==> src/core/tswdt_pkg.sv <==
// Purpose: Constants shared by the two-stage watchdog timer.
// Assumes: 32-bit register bus, byte addresses.
// Notes: Offsets are word aligned.
package tswdt_pkg;
  // ---------------------------------------------------------------
  // Register map
  // ---------------------------------------------------------------
  localparam logic [7:0] ADDR_LOAD = 8'h00;
  localparam logic [7:0] ADDR_VALUE = 8'h04;
  localparam logic [7:0] ADDR_CTRL = 8'h08;
  localparam logic [7:0] ADDR_STAT = 8'h0C;
  localparam logic [7:0] ADDR_MASK = 8'h10;
  localparam logic [7:0] ADDR_MSTAT = 8'h14;
  localparam logic [7:0] ADDR_LOCK = 8'h18;

  // ---------------------------------------------------------------
  // Fields and reset values
  // ---------------------------------------------------------------
  localparam int CTRL_EN = 0;
  localparam int CTRL_RSTEN = 1;
  localparam int CTRL_NMI = 2;
  localparam int STAT_W = 2;
  localparam int ST_FIRST = 0;
  localparam int ST_SECOND = 1;
  localparam logic [31:0] LOAD_RST = 32'hFFFF_FFFF;
  localparam logic [STAT_W-1:0] MASK_RST = 2'h3;
  localparam logic [31:0] DATA_ZERO = 32'h0000_0000;
  // Unlock key; the value is arbitrary.
  localparam logic [31:0] UNLOCK_KEY = 32'h5A5A_0001;
endpackage : tswdt_pkg

==> src/core/tswdt_sticky.sv <==
// Purpose: Sticky status bits, set by events, cleared by writing one.
// Assumes: Set and clear come from the same clock.
// Notes: A set in the cycle of a clear wins.
`timescale 1ns/100ps
`default_nettype none
module tswdt_sticky #(
  parameter int WIDTH = 2
) (
  input wire logic clock,
  input wire logic srst,
  input wire logic [WIDTH-1:0] set,
  input wire logic [WIDTH-1:0] clr,
  output logic [WIDTH-1:0] flags
);
  logic [WIDTH-1:0] flags_ff;
  logic [WIDTH-1:0] nxt_flags;

  // ---------------------------------------------------------------
  // Flag update
  // ---------------------------------------------------------------
  always_comb begin
    nxt_flags = (flags_ff & ~clr) | set;
  end

  always_ff @(posedge clock) begin
    if (srst) begin
      flags_ff <= '0;
    end else begin
      flags_ff <= nxt_flags;
    end
  end

  assign flags = flags_ff;
endmodule : tswdt_sticky
`default_nettype wire

==> src/core/tswdt_top.sv <==
// Purpose: Two-stage watchdog with interrupt, reset output and lock.
// Assumes: One 200 MHz clock, synchronous active-high reset.
// Notes: Enable is sticky until reset; the lock guards configuration.
//
// Added by the designer: the plain strobed port and the register addresses.
`timescale 1ns/100ps
`default_nettype none
// Notes on behaviour
// - 32-bit down counter, load, interrupt, lock
// - Zero after enable raises first timeout interrupt
// - Enabling counter also enables the interrupt
// - First timeout reloads counter from load value
// - Second zero while pending asserts reset
// - Clearing pending interrupt reloads the counter
// - Load write while running loads counter immediately
// - Lock blocks configuration changes
// - Enable attempt while locked does nothing
// - Interrupt clear drops the interrupt output
// - Interrupt type selectable: standard or non-maskable
// - Load of zero interrupts immediately
// - Raw and masked status readable, one active
// - Lock state readable by software
module tswdt_top #(
  parameter int CNT_W = 32
) (
  input wire logic clock,
  input wire logic srst,
  input wire logic [7:0] addr,
  input wire logic [31:0] wdata,
  input wire logic wr_en,
  input wire logic rd_en,
  output logic [31:0] rdata,
  output logic irq,
  output logic nmi,
  output logic sys_rst_out
);
  // ---------------------------------------------------------------
  // Declarations
  // ---------------------------------------------------------------
  logic [CNT_W-1:0] load_ff;
  logic [CNT_W-1:0] cnt_ff;
  logic [CNT_W-1:0] nxt_cnt;
  logic run_ff;
  logic rsten_ff;
  logic nmisel_ff;
  logic lock_ff;
  logic sysrst_ff;
  logic [31:0] rdata_ff;
  logic [31:0] nxt_rdata;
  logic [tswdt_pkg::STAT_W-1:0] mask_ff;
  logic [tswdt_pkg::STAT_W-1:0] stat;
  logic [tswdt_pkg::STAT_W-1:0] st_set;
  logic [tswdt_pkg::STAT_W-1:0] st_clr;
  logic [tswdt_pkg::STAT_W-1:0] mstat;
  logic cfg_ok;
  logic wr_load;
  logic wr_ctrl;
  logic wr_mask;
  logic wr_stat;
  logic wr_lock;
  logic en_start;
  logic tmo_ev;
  logic first_ev;
  logic second_ev;
  logic clr_first;
  logic int_act;

  // ---------------------------------------------------------------
  // Write decode
  // ---------------------------------------------------------------
  assign cfg_ok = !lock_ff;
  assign wr_load = wr_en && (addr == tswdt_pkg::ADDR_LOAD) && cfg_ok;
  assign wr_ctrl = wr_en && (addr == tswdt_pkg::ADDR_CTRL) && cfg_ok;
  assign wr_mask = wr_en && (addr == tswdt_pkg::ADDR_MASK) && cfg_ok;
  assign wr_stat = wr_en && (addr == tswdt_pkg::ADDR_STAT);
  assign wr_lock = wr_en && (addr == tswdt_pkg::ADDR_LOCK);
  assign en_start = wr_ctrl && wdata[tswdt_pkg::CTRL_EN] && !run_ff;

  // ---------------------------------------------------------------
  // Timeout events
  // ---------------------------------------------------------------
  assign tmo_ev = run_ff && (cnt_ff == '0);
  assign first_ev = tmo_ev && !stat[tswdt_pkg::ST_FIRST];
  assign second_ev = tmo_ev && stat[tswdt_pkg::ST_FIRST];
  assign clr_first = wr_stat && wdata[tswdt_pkg::ST_FIRST]
    && stat[tswdt_pkg::ST_FIRST];

  always_comb begin
    st_set = '0;
    st_set[tswdt_pkg::ST_FIRST] = first_ev;
    st_set[tswdt_pkg::ST_SECOND] = second_ev;
    st_clr = wr_stat ? wdata[tswdt_pkg::STAT_W-1:0] : '0;
  end

  tswdt_sticky #(
    .WIDTH(tswdt_pkg::STAT_W)
  ) u_status (
    .clock(clock),
    .srst(srst),
    .set(st_set),
    .clr(st_clr),
    .flags(stat)
  );

  // ---------------------------------------------------------------
  // Configuration registers
  // ---------------------------------------------------------------
  always_ff @(posedge clock) begin
    if (srst) begin
      load_ff <= tswdt_pkg::LOAD_RST[CNT_W-1:0];
    end else if (wr_load) begin
      load_ff <= wdata[CNT_W-1:0];
    end
  end

  always_ff @(posedge clock) begin
    if (srst) begin
      run_ff <= 1'b0;
      rsten_ff <= 1'b0;
      nmisel_ff <= 1'b0;
    end else if (wr_ctrl) begin
      run_ff <= run_ff | wdata[tswdt_pkg::CTRL_EN];
      rsten_ff <= wdata[tswdt_pkg::CTRL_RSTEN];
      nmisel_ff <= wdata[tswdt_pkg::CTRL_NMI];
    end
  end

  always_ff @(posedge clock) begin
    if (srst) begin
      mask_ff <= tswdt_pkg::MASK_RST;
    end else if (wr_mask) begin
      mask_ff <= wdata[tswdt_pkg::STAT_W-1:0];
    end
  end

  // Any write other than the key locks; the key unlocks.
  always_ff @(posedge clock) begin
    if (srst) begin
      lock_ff <= 1'b0;
    end else if (wr_lock) begin
      lock_ff <= (wdata != tswdt_pkg::UNLOCK_KEY);
    end
  end

  // ---------------------------------------------------------------
  // Down counter
  // ---------------------------------------------------------------
  always_comb begin
    nxt_cnt = cnt_ff;
    if (wr_load && run_ff) begin
      nxt_cnt = wdata[CNT_W-1:0];
    end else if (en_start) begin
      nxt_cnt = load_ff;
    end else if (clr_first && run_ff) begin
      nxt_cnt = load_ff;
    end else if (tmo_ev) begin
      nxt_cnt = load_ff;
    end else if (run_ff) begin
      nxt_cnt = cnt_ff - 1'b1;
    end
  end

  always_ff @(posedge clock) begin
    if (srst) begin
      cnt_ff <= tswdt_pkg::LOAD_RST[CNT_W-1:0];
    end else begin
      cnt_ff <= nxt_cnt;
    end
  end

  // ---------------------------------------------------------------
  // Reset output, held until the system reset
  // ---------------------------------------------------------------
  always_ff @(posedge clock) begin
    if (srst) begin
      sysrst_ff <= 1'b0;
    end else if (second_ev && rsten_ff) begin
      sysrst_ff <= 1'b1;
    end
  end

  // ---------------------------------------------------------------
  // Interrupt outputs
  // ---------------------------------------------------------------
  assign mstat = stat & mask_ff & {tswdt_pkg::STAT_W{run_ff}};
  assign int_act = |mstat;
  assign irq = int_act && !nmisel_ff;
  assign nmi = int_act && nmisel_ff;
  assign sys_rst_out = sysrst_ff;

  // ---------------------------------------------------------------
  // Read path
  // ---------------------------------------------------------------
  always_comb begin
    nxt_rdata = tswdt_pkg::DATA_ZERO;
    if (rd_en) begin
      unique case (addr)
        tswdt_pkg::ADDR_LOAD: nxt_rdata[CNT_W-1:0] = load_ff;
        tswdt_pkg::ADDR_VALUE: nxt_rdata[CNT_W-1:0] = cnt_ff;
        tswdt_pkg::ADDR_CTRL: begin
          nxt_rdata[tswdt_pkg::CTRL_EN] = run_ff;
          nxt_rdata[tswdt_pkg::CTRL_RSTEN] = rsten_ff;
          nxt_rdata[tswdt_pkg::CTRL_NMI] = nmisel_ff;
        end
        tswdt_pkg::ADDR_STAT: nxt_rdata[tswdt_pkg::STAT_W-1:0] = stat;
        tswdt_pkg::ADDR_MASK: nxt_rdata[tswdt_pkg::STAT_W-1:0] = mask_ff;
        tswdt_pkg::ADDR_MSTAT: nxt_rdata[tswdt_pkg::STAT_W-1:0] = mstat;
        tswdt_pkg::ADDR_LOCK: nxt_rdata[0] = lock_ff;
        default: nxt_rdata = tswdt_pkg::DATA_ZERO;
      endcase
    end
  end

  always_ff @(posedge clock) begin
    if (srst) begin
      rdata_ff <= tswdt_pkg::DATA_ZERO;
    end else begin
      rdata_ff <= nxt_rdata;
    end
  end

  assign rdata = rdata_ff;
endmodule : tswdt_top
`default_nettype wire

==> config.mk <==
export PLATFORM = sky130hd
export DESIGN_NAME = tswdt_top
export DESIGN_NICKNAME = d
export VERILOG_FILES = /design/src/core/tswdt_pkg.sv /design/src/core/tswdt_sticky.sv /design/src/core/tswdt_top.sv
export SDC_FILE = /design/constraint.sdc
export NUM_CORES = 1
export LEC_CHECK = 0
export BUFFER_PORTS_ARGS = -buffer_cell sky130_fd_sc_hd__buf_2
export CORE_MARGIN = 2
export CORE_UTILIZATION = 51
export CTS_BUF_LIST = sky130_fd_sc_hd__clkbuf_8 sky130_fd_sc_hd__clkbuf_16
export DETAILED_ROUTE_END_ITERATION = 12
export PLACE_DENSITY = 0.8
export RECOVER_POWER = 50
export SLEW_MARGIN = 20
export SYNTH_ARGS = -nofsm -noshare
export SYNTH_HDL_FRONTEND = slang
export SYNTH_SLANG_ARGS = --single-unit
==> constraint.sdc <==
create_clock -name clock -period 3.15 [get_ports clock]
set_clock_uncertainty 0.05 [all_clocks]
set_input_delay 0.315 -clock clock [delete_from_list [all_inputs] [get_ports clock]]
set_output_delay 0.315 -clock clock [all_outputs]
set_load 0.03 [all_outputs]
==> results of run 1 <==
==> per-layer routing <==
metal / share of wire / global-route usage / vias to the layer above
met1: 0.43 / 0.375 / 2462
met5: 0 / 0 / -
met3: 0.086 / 0.0470 / 38
met2: 0.46 / 0.456 / 268
met4: 0.023 / 0.101 / 0
li1: - / - / 2436
==> where the power goes <==
part	internal (mW)	switching, mW	total (mW)
Sequential	1.33	0.00973	1.34
Combinational	0.0439	0.0795	0.123
Clock	0.539	0.450	0.989
==> state kept, by name (all words and copies together) (netlist names) <==
register        count
nmisel_ff           1
rsten_ff            1
sys_rst_out         1
lock_ff             1
mask_ff             2
run_ff              1
u_status.flags      2
rdata              32
cnt_ff             32
load_ff            32
==> cells by family after synthesis <==
| logic type | after synthesis | synth area share |
|---|---|---|
| xor+xnor | 20 | 0.0343 |
| flops | 105 | 0.412 |
| buf+inv | 49 | 0.0422 |
| compound gates | 144 | 0.197 |
| simple gates | 298 | 0.288 |
| mux | 11 | 0.0243 |
| fa+ha+maj | 1 | 0.00245 |
==> layout make-up <==
class	instances	area, µm²
fill	951	3920
multi-input combinational	474	2790
sequential	105	2100
timing repair buffer	99	499
tap	133	166
clock buffer	10	138
clock inverter	4	93.8
inverter	4	15.0
==> through the flow <==
stage / util / hold WS [ns] / total power [mW] / cells
finish: 0.597 / 0.135 / 2.45 / 829
global route: 0.597 / 0.129 / 2.52 / 829
CTS: 0.602 / 0.124 / 2.46 / 829
detailed placement: 0.578 / 0.412 / 1.49 / 815
global placement: 0.578 / 0.400 / 1.49 / 815
floorplan: - / 0.389 / 1.43 / 628
==> critical path, delay by kind of cell (launching register included) <==
family | cells | cell delay [ns]
AND/OR/NAND/NOR | 4 | 1.95
multiplexers | 1 | 0.34
flip-flops | 1 | 0.38
AO/OA/AOI/OAI | 1 | 0.17
==> synthesized netlist by cell type, drive strengths merged, types with 3 or more instances <==
cell type  instances  area, µm²
a221o              4       40.0
nor3b              4       30.0
a211oi             3       22.5
or2                7       43.8
nor3              19        105
and2               3       18.8
a22oi             35        263
nor2b              4       25.0
o21ai             25        125
nor2              63        239
or3                3       18.8
o221ai             3       32.5
nor4              17        106
and3               5       31.3
a31oi             11       68.8
mux2i              9       90.1
nand4              5       31.3
clkbuf            39        146
xnor2              8       70.1
buf                6       53.8
nor4bb             5       50.1
a32oi              8       70.1
or4                5       45.0
nand2            102        390
a221oi             6       52.6
xor2              12        105
nand3             46        235
o22ai             17        106
a21oi             14       70.1
o31ai              5       42.5
dfxtp            105       2100
nand4b             3       32.5
inv                4       15.0
==> worst max-delay path by stage <==
stage / depth (start not counted) / end / slack [ns] / start
finish: 6 / cnt_ff[14] / 0.18 / cnt_ff[12]
global placement: 6 / cnt_ff[14] / 0.28 / cnt_ff[12]
global route: 7 / cnt_ff[0] / 0.05 / cnt_ff[12]
detailed placement: 6 / cnt_ff[14] / 0.22 / cnt_ff[12]
CTS: 6 / cnt_ff[14] / 0.19 / cnt_ff[12]
floorplan: 9 / cnt_ff[14] / 0.39 / cnt_ff[13]
==> flow_metrics.env, run 1 <==
export IMPL_run_status="complete, no violations"
export IMPL_ir_worst_vdd_uv=239
export IMPL_finalSetupViolCount=0
export IMPL_yosys_register_bits=105
export IMPL_layout_cells_most_common_list="sky130_fd_sc_hd__dfxtp_1, sky130_fd_sc_hd__nand2_1, sky130_fd_sc_hd__nor2_1"
export IMPL_dieHeight_um=104
export IMPL_synth_fp_nets=673
export IMPL_avgSynthCellArea_um2=8.13
export IMPL_grt_pass1_wl_um=25000
export IMPL_num_antenna_cells=0
export IMPL_cts_hold_fix_buffers=0
export IMPL_post_route_period_util=0.944
export IMPL_place_gp_congestion=0.924
export IMPL_synthesis_yosys_warnings=0
export IMPL_number_of_clock_buffers_inserted_by_tritoncts=9
export IMPL_tritoncts="built"
export IMPL_cts_htree_levels=3
export IMPL_synth_enable_flop_cells=0
export IMPL_worstHoldPathCells=3
export IMPL_worst_setup_timing_slack_at_the_placement_stage_ns=0.215
export IMPL_cap_violations=0
export IMPL_clk_path_buf_depth=2
export IMPL_routed_wire_length_per_instance_um=18.5
export IMPL_ys_dominant_reg_cell="sky130_fd_sc_hd__dfxtp_1"
export IMPL_r2r_setup_slack_ns=0.18
export IMPL_setup_tns_final_ns=0
export IMPL_first_iter_violations=418
export IMPL_worstSetupEndpointType="flip-flop"
export IMPL_final_setup_worst_slack_ns=0.176
export IMPL_worst_pin_slew_ns=1.27
export IMPL_path_type_of_the_worst_setup_path="flip-flop to flip-flop"
export IMPL_initial_utilization=0.525
export IMPL_crit_path_frequent_cell="sky130_fd_sc_hd__or4_4"
export IMPL_detail_route_antenna_nets=0
export IMPL_post_cts_resize_count=0
export IMPL_endpoint_of_the_worst_hold_timing_path="load_ff[26]"
export IMPL_route_vias_total=5204
export IMPL_maxSlewViolCount=0
export IMPL_rr_startpoint="cnt_ff[12]"
export IMPL_i_o_pin_count=79
export IMPL_drt_pass1_iterations=5
export IMPL_synth_sequential_area_ratio=0.412
export IMPL_setup_worst_path_start_class="flip-flop"
export IMPL_grt_use_total=0.280
export IMPL_cts_sinks=105
export IMPL_detailed_place_area_um2=5630
export IMPL_worstHoldStart="wdata[26]"
export IMPL_syn_instance_count=628
export IMPL_clkLatencyLatePin_ns=0.37
export IMPL_report_final_hold_viol_count=0
export IMPL_min_period_ns=2.97
export IMPL_critical_path_arrival_ns=3.21
export IMPL_drt_total_wl_um=15300
export IMPL_ff2ff_path_depth=6
export IMPL_grt_overflow_total=0
export IMPL_power_per_cell_area_nw_per_um2=423
export IMPL_viasPerCell=6.28
export IMPL_synth_async_sr_flop_share=0
export IMPL_post_cts_setup_buffers=0
export IMPL_grt_pass1_vias=4963
export IMPL_dp_hpwl_um=10700
export IMPL_grt_antenna_before_repair=0
export IMPL_finish_instance_area_um2=5810
export IMPL_grt_setup_unrepaired="no"
export IMPL_die_ar_um2=10800
export IMPL_power_leakage_nw=2.21
export IMPL_final_net_count=738
export IMPL_max_slew_margin=0.154
export IMPL_drc=0
export IMPL_fmax_mhz=336
export IMPL_largest_net_degree_at_the_start_of_global_routing=33
export IMPL_worst_setup_hold_path_clk_slew_ns=0.09
export IMPL_std_cell_rows=36
export IMPL_critical_path_required_ns=3.39
export IMPL_timing_rr_end="cnt_ff[14]"
export IMPL_layout_drive_gt1_share=0.139
export IMPL_min_path_type="primary input to flip-flop"
export IMPL_die_width_um=104
export IMPL_cell_type_of_the_slowest_stage_on_the_worst_timing_path="sky130_fd_sc_hd__or4_4"
export IMPL_synth_lib_cells_used_distinct=64
export IMPL_area_growth_syn_to_layout_pct=13.8
export IMPL_mostFrequentLayoutCell="sky130_fd_sc_hd__dfxtp_1"
export IMPL_fp_coreArea_um2=9730
export IMPL_chain_of_cells_forming_the_critical_path="or4_4 -> or4_4 -> or3_1 -> nand2_4 -> mux2_2 -> a31oi_1"
export IMPL_port_buffer_count=78
export IMPL_critical_path_s_largest_stage_delay_ns=0.60
export IMPL_synth_cell_area_um2=5100
export IMPL_clk_root_buffer_cell="sky130_fd_sc_hd__clkbuf_8"
export IMPL_cp_max_fo=10
(Power assumes the default switching activity.)
==> run 2: changes to the inputs <==
SYNTH_HIERARCHICAL = 1   (was not set)
==> run 2 against run 1 <==
  * The run now ends with capacitance limit, slew limit left
  * Via count grew 1.6%
  * Critical path depth rose by 2
  * Combinational power is 7% lower
  * Setup slack gained 0.12 ns
  * Clock power is 14% lower
  * Core utilization down 0.45 points
  * Area after synthesis is 1.8% higher
  * Sequential share of layout area decreased by 0.062 points
  * Power down 6.4%
  * Worst hold slack worse by 0.0082 ns
  * Critical endpoint is now cnt_ff[15]
  * Largest cell class unchanged
==> flow_metrics.env, run 2 <==
export IMPL_timing_rr_end="cnt_ff[2]"
export IMPL_dp_hpwl_um=10800
export IMPL_violations="capacitance limit, slew limit"
export IMPL_max_slew_margin=-0.0467
export IMPL_finalSetupViolCount=0
export IMPL_synth_fp_nets=692
export IMPL_first_iter_violations=496
export IMPL_endpoint_of_the_worst_hold_timing_path="load_ff[28]"
export IMPL_worstHoldStart="wdata[28]"
export IMPL_run_status="finished, violations left"
export IMPL_synth_sequential_area_ratio=0.405
export IMPL_min_path_type="primary input to flip-flop"
export IMPL_cap_violations=1
export IMPL_grt_pass1_vias=5052
export IMPL_power_per_cell_area_nw_per_um2=395
export IMPL_die_width_um=105
export IMPL_min_period_ns=2.85
export IMPL_finish_cell_count_without_fillers=845
export IMPL_drt_pass1_iterations=7
export IMPL_post_route_period_util=0.905
export IMPL_area_used_by_multi_input_combinational_logic_um2=2860
export IMPL_area_growth_syn_to_layout_pct=12.0
export IMPL_clkLatencyLatePin_ns=0.39
export IMPL_ff2ff_path_depth=7
export IMPL_clk_path_buf_depth=2
export IMPL_worst_pin_slew_ns=1.57
export IMPL_die_ar_um2=11000
export IMPL_route_vias_total=5288
export IMPL_post_cts_resize_count=0
export IMPL_number_of_clock_buffers_inserted_by_tritoncts=9
export IMPL_largest_net_degree_at_the_start_of_global_routing=42
export IMPL_worst_setup_hold_path_clk_slew_ns=0.10
export IMPL_avgSynthCellArea_um2=8.03
export IMPL_fmax_mhz=351
export IMPL_ir_worst_vdd_uv=243
export IMPL_final_net_count=752
export IMPL_synthesis_yosys_warnings=6
export IMPL_cp_max_fo=16
export IMPL_grt_use_total=0.281
export IMPL_routed_top_layer="met4"
export IMPL_cts_htree_levels=3
export IMPL_detail_route_antenna_nets=0
export IMPL_layout_cells_most_common_list="sky130_fd_sc_hd__dfxtp_1, sky130_fd_sc_hd__nand2_1, sky130_fd_sc_hd__nor2_1"
export IMPL_setup_tns_final_ns=0
export IMPL_cts_sinks=105
export IMPL_fp_coreArea_um2=9820
export IMPL_fillCellCount=960
export IMPL_mostFrequentLayoutCell="sky130_fd_sc_hd__dfxtp_1"
export IMPL_drc=0
export IMPL_ys_dominant_reg_cell="sky130_fd_sc_hd__dfxtp_1"
export IMPL_std_cell_rows=36
export IMPL_grt_antenna_before_repair=0
export IMPL_drt_met1_wl_um=6550
export IMPL_routed_wire_length_per_instance_um=18.2
export IMPL_worstSetupEndpointType="flip-flop"
export IMPL_synth_lib_cells_used_distinct=65
export IMPL_synth_async_sr_flop_share=0
export IMPL_met2WireLength_um=6990
export IMPL_tritoncts="built"
export IMPL_count_leader_synth="sky130_fd_sc_hd__dfxtp_1"
export IMPL_grt_setup_unrepaired="no"
export IMPL_synth_area_top_cells="sky130_fd_sc_hd__dfxtp_1, sky130_fd_sc_hd__nand2_1, sky130_fd_sc_hd__a22oi_1, sky130_fd_sc_hd__nor2_1, sky130_fd_sc_hd__nand3_1"
export IMPL_drt_total_wl_um=15400
export IMPL_synth_cell_area_um2=5200
export IMPL_grt_pass1_wl_um=25200
export IMPL_final_setup_worst_slack_ns=0.298
export IMPL_critical_path_required_ns=3.38
export IMPL_layout_drive_gt1_share=0.119
export IMPL_setup_worst_path_start_class="primary input"
export IMPL_detailroute_wirelength_met3_um=1410
export IMPL_worstHoldPathCells=3
export IMPL_hold_ws_ns=0.127
export IMPL_placedCellCount=829
export IMPL_post_cts_setup_buffers=0
export IMPL_clk_root_buffer_cell="sky130_fd_sc_hd__clkbuf_8"
export IMPL_critical_path_arrival_ns=3.08
export IMPL_viasPerCell=6.26
export IMPL_synth_enable_flop_cells=0
export IMPL_finish_instance_area_um2=5820
export IMPL_cts_hold_fix_buffers=0
export IMPL_ff_latch_area_um2=2100
export IMPL_syn_instance_count=647
export IMPL_num_antenna_cells=0
export IMPL_rr_startpoint="cnt_ff[0]"
export IMPL_synth_common_cells="sky130_fd_sc_hd__dfxtp_1, sky130_fd_sc_hd__nand2_1, sky130_fd_sc_hd__nor2_1"
export IMPL_grt_overflow_total=0
export IMPL_post_synth_top_area_fraction=0.405
export IMPL_r2r_setup_slack_ns=0.43
export IMPL_maxSlewViolCount=33
export IMPL_report_final_hold_viol_count=0
export IMPL_dieHeight_um=105
export IMPL_initial_utilization=0.529
export IMPL_i_o_pin_count=79
export IMPL_port_buffer_count=78
export IMPL_worst_setup_timing_slack_at_the_placement_stage_ns=0.522
export IMPL_detailed_place_area_um2=5680
export IMPL_power_leakage_nw=2.29
export IMPL_yosys_register_bits=105
export IMPL_synth_largest_area_cell="sky130_fd_sc_hd__dfxtp_1"
export IMPL_path_type_of_the_worst_setup_path="primary input to flip-flop"
export IMPL_place_gp_congestion=0.925
[run 2: changes by cell type after synthesis, sizes merged, moves of 7 or more]
cell / previous run / this run
a21oi: 14 / 31
o22ai: 17 / 5
a21o: 2 / 10
a32oi: 8 / 0
a31oi: 11 / 4
[run 2: per-stage QoR]
| stage | util | total power [mW] |
|---|---|---|
| 2_1_floorplan | - | 1.41 |
| 4_1_cts | 0.599 | 2.30 |
| 6_report | 0.593 | 2.30 |
| 3_5_place_dp | 0.579 | 1.47 |
| 3_3_place_gp | 0.579 | 1.47 |
| 5_1_grt | 0.593 | 2.37 |
[run 2: logic make-up after synthesis]
| family | Yosys count | synth area share |
|---|---|---|
| multiplexers | 13 | 0.0250 |
| XOR/XNOR | 19 | 0.0335 |
| AO/OA/AOI/OAI | 152 | 0.204 |
| flip-flops | 105 | 0.405 |
| buffers and inverters | 56 | 0.0457 |
| AND/OR/NAND/NOR | 301 | 0.285 |
| adder cells (fa/ha/maj) | 1 | 0.00241 |
[run 2: how the worst max path moves through the flow]
stage / cells after the start / to / startpoint
after floorplan: 8 / cnt_ff[23] / cnt_ff[14]
after global placement: 6 / cnt_ff[0] / addr[4]
after detailed placement: 6 / cnt_ff[0] / addr[4]
after CTS: 7 / cnt_ff[2] / cnt_ff[0]
after global routing: 8 / cnt_ff[15] / addr[3]
final: 8 / cnt_ff[15] / addr[2]
[run 2: power by group]
part	switching, mW	internal [mW]
Combinational	0.0784	0.0356
Clock	0.466	0.385
Sequential	0.00177	1.33
[run 2: cell type report]
| cell class | count | share of cell area |
|---|---|---|
| tap | 133 | 0.0286 |
| sequential | 105 | 0.361 |
| clock buffer | 10 | 0.0237 |
| inverter | 11 | 0.00710 |
| clock inverter | 6 | 0.0101 |
| multi-input combinational | 486 | 0.492 |
| timing repair buffer | 94 | 0.0774 |
[run 2: worst max-delay path, stage by stage]
cell and delay [ns]:
sky130_fd_sc_hd__buf_2 0.19, sky130_fd_sc_hd__nor4_1 0.48, sky130_fd_sc_hd__and2_0 0.23, sky130_fd_sc_hd__clkbuf_1 0.66, sky130_fd_sc_hd__nand2_1 0.48, sky130_fd_sc_hd__o21ai_0 0.36, sky130_fd_sc_hd__a221oi_1 0.08, sky130_fd_sc_hd__a211o_1 0.27
[run 2: per-layer routing]
metal  global-route usage  vias to the layer above
met2                0.430                      307
met5                    0                        -
met4                0.130                        0
li1                     -                     2463
met1                0.379                     2471
met3               0.0611                       47
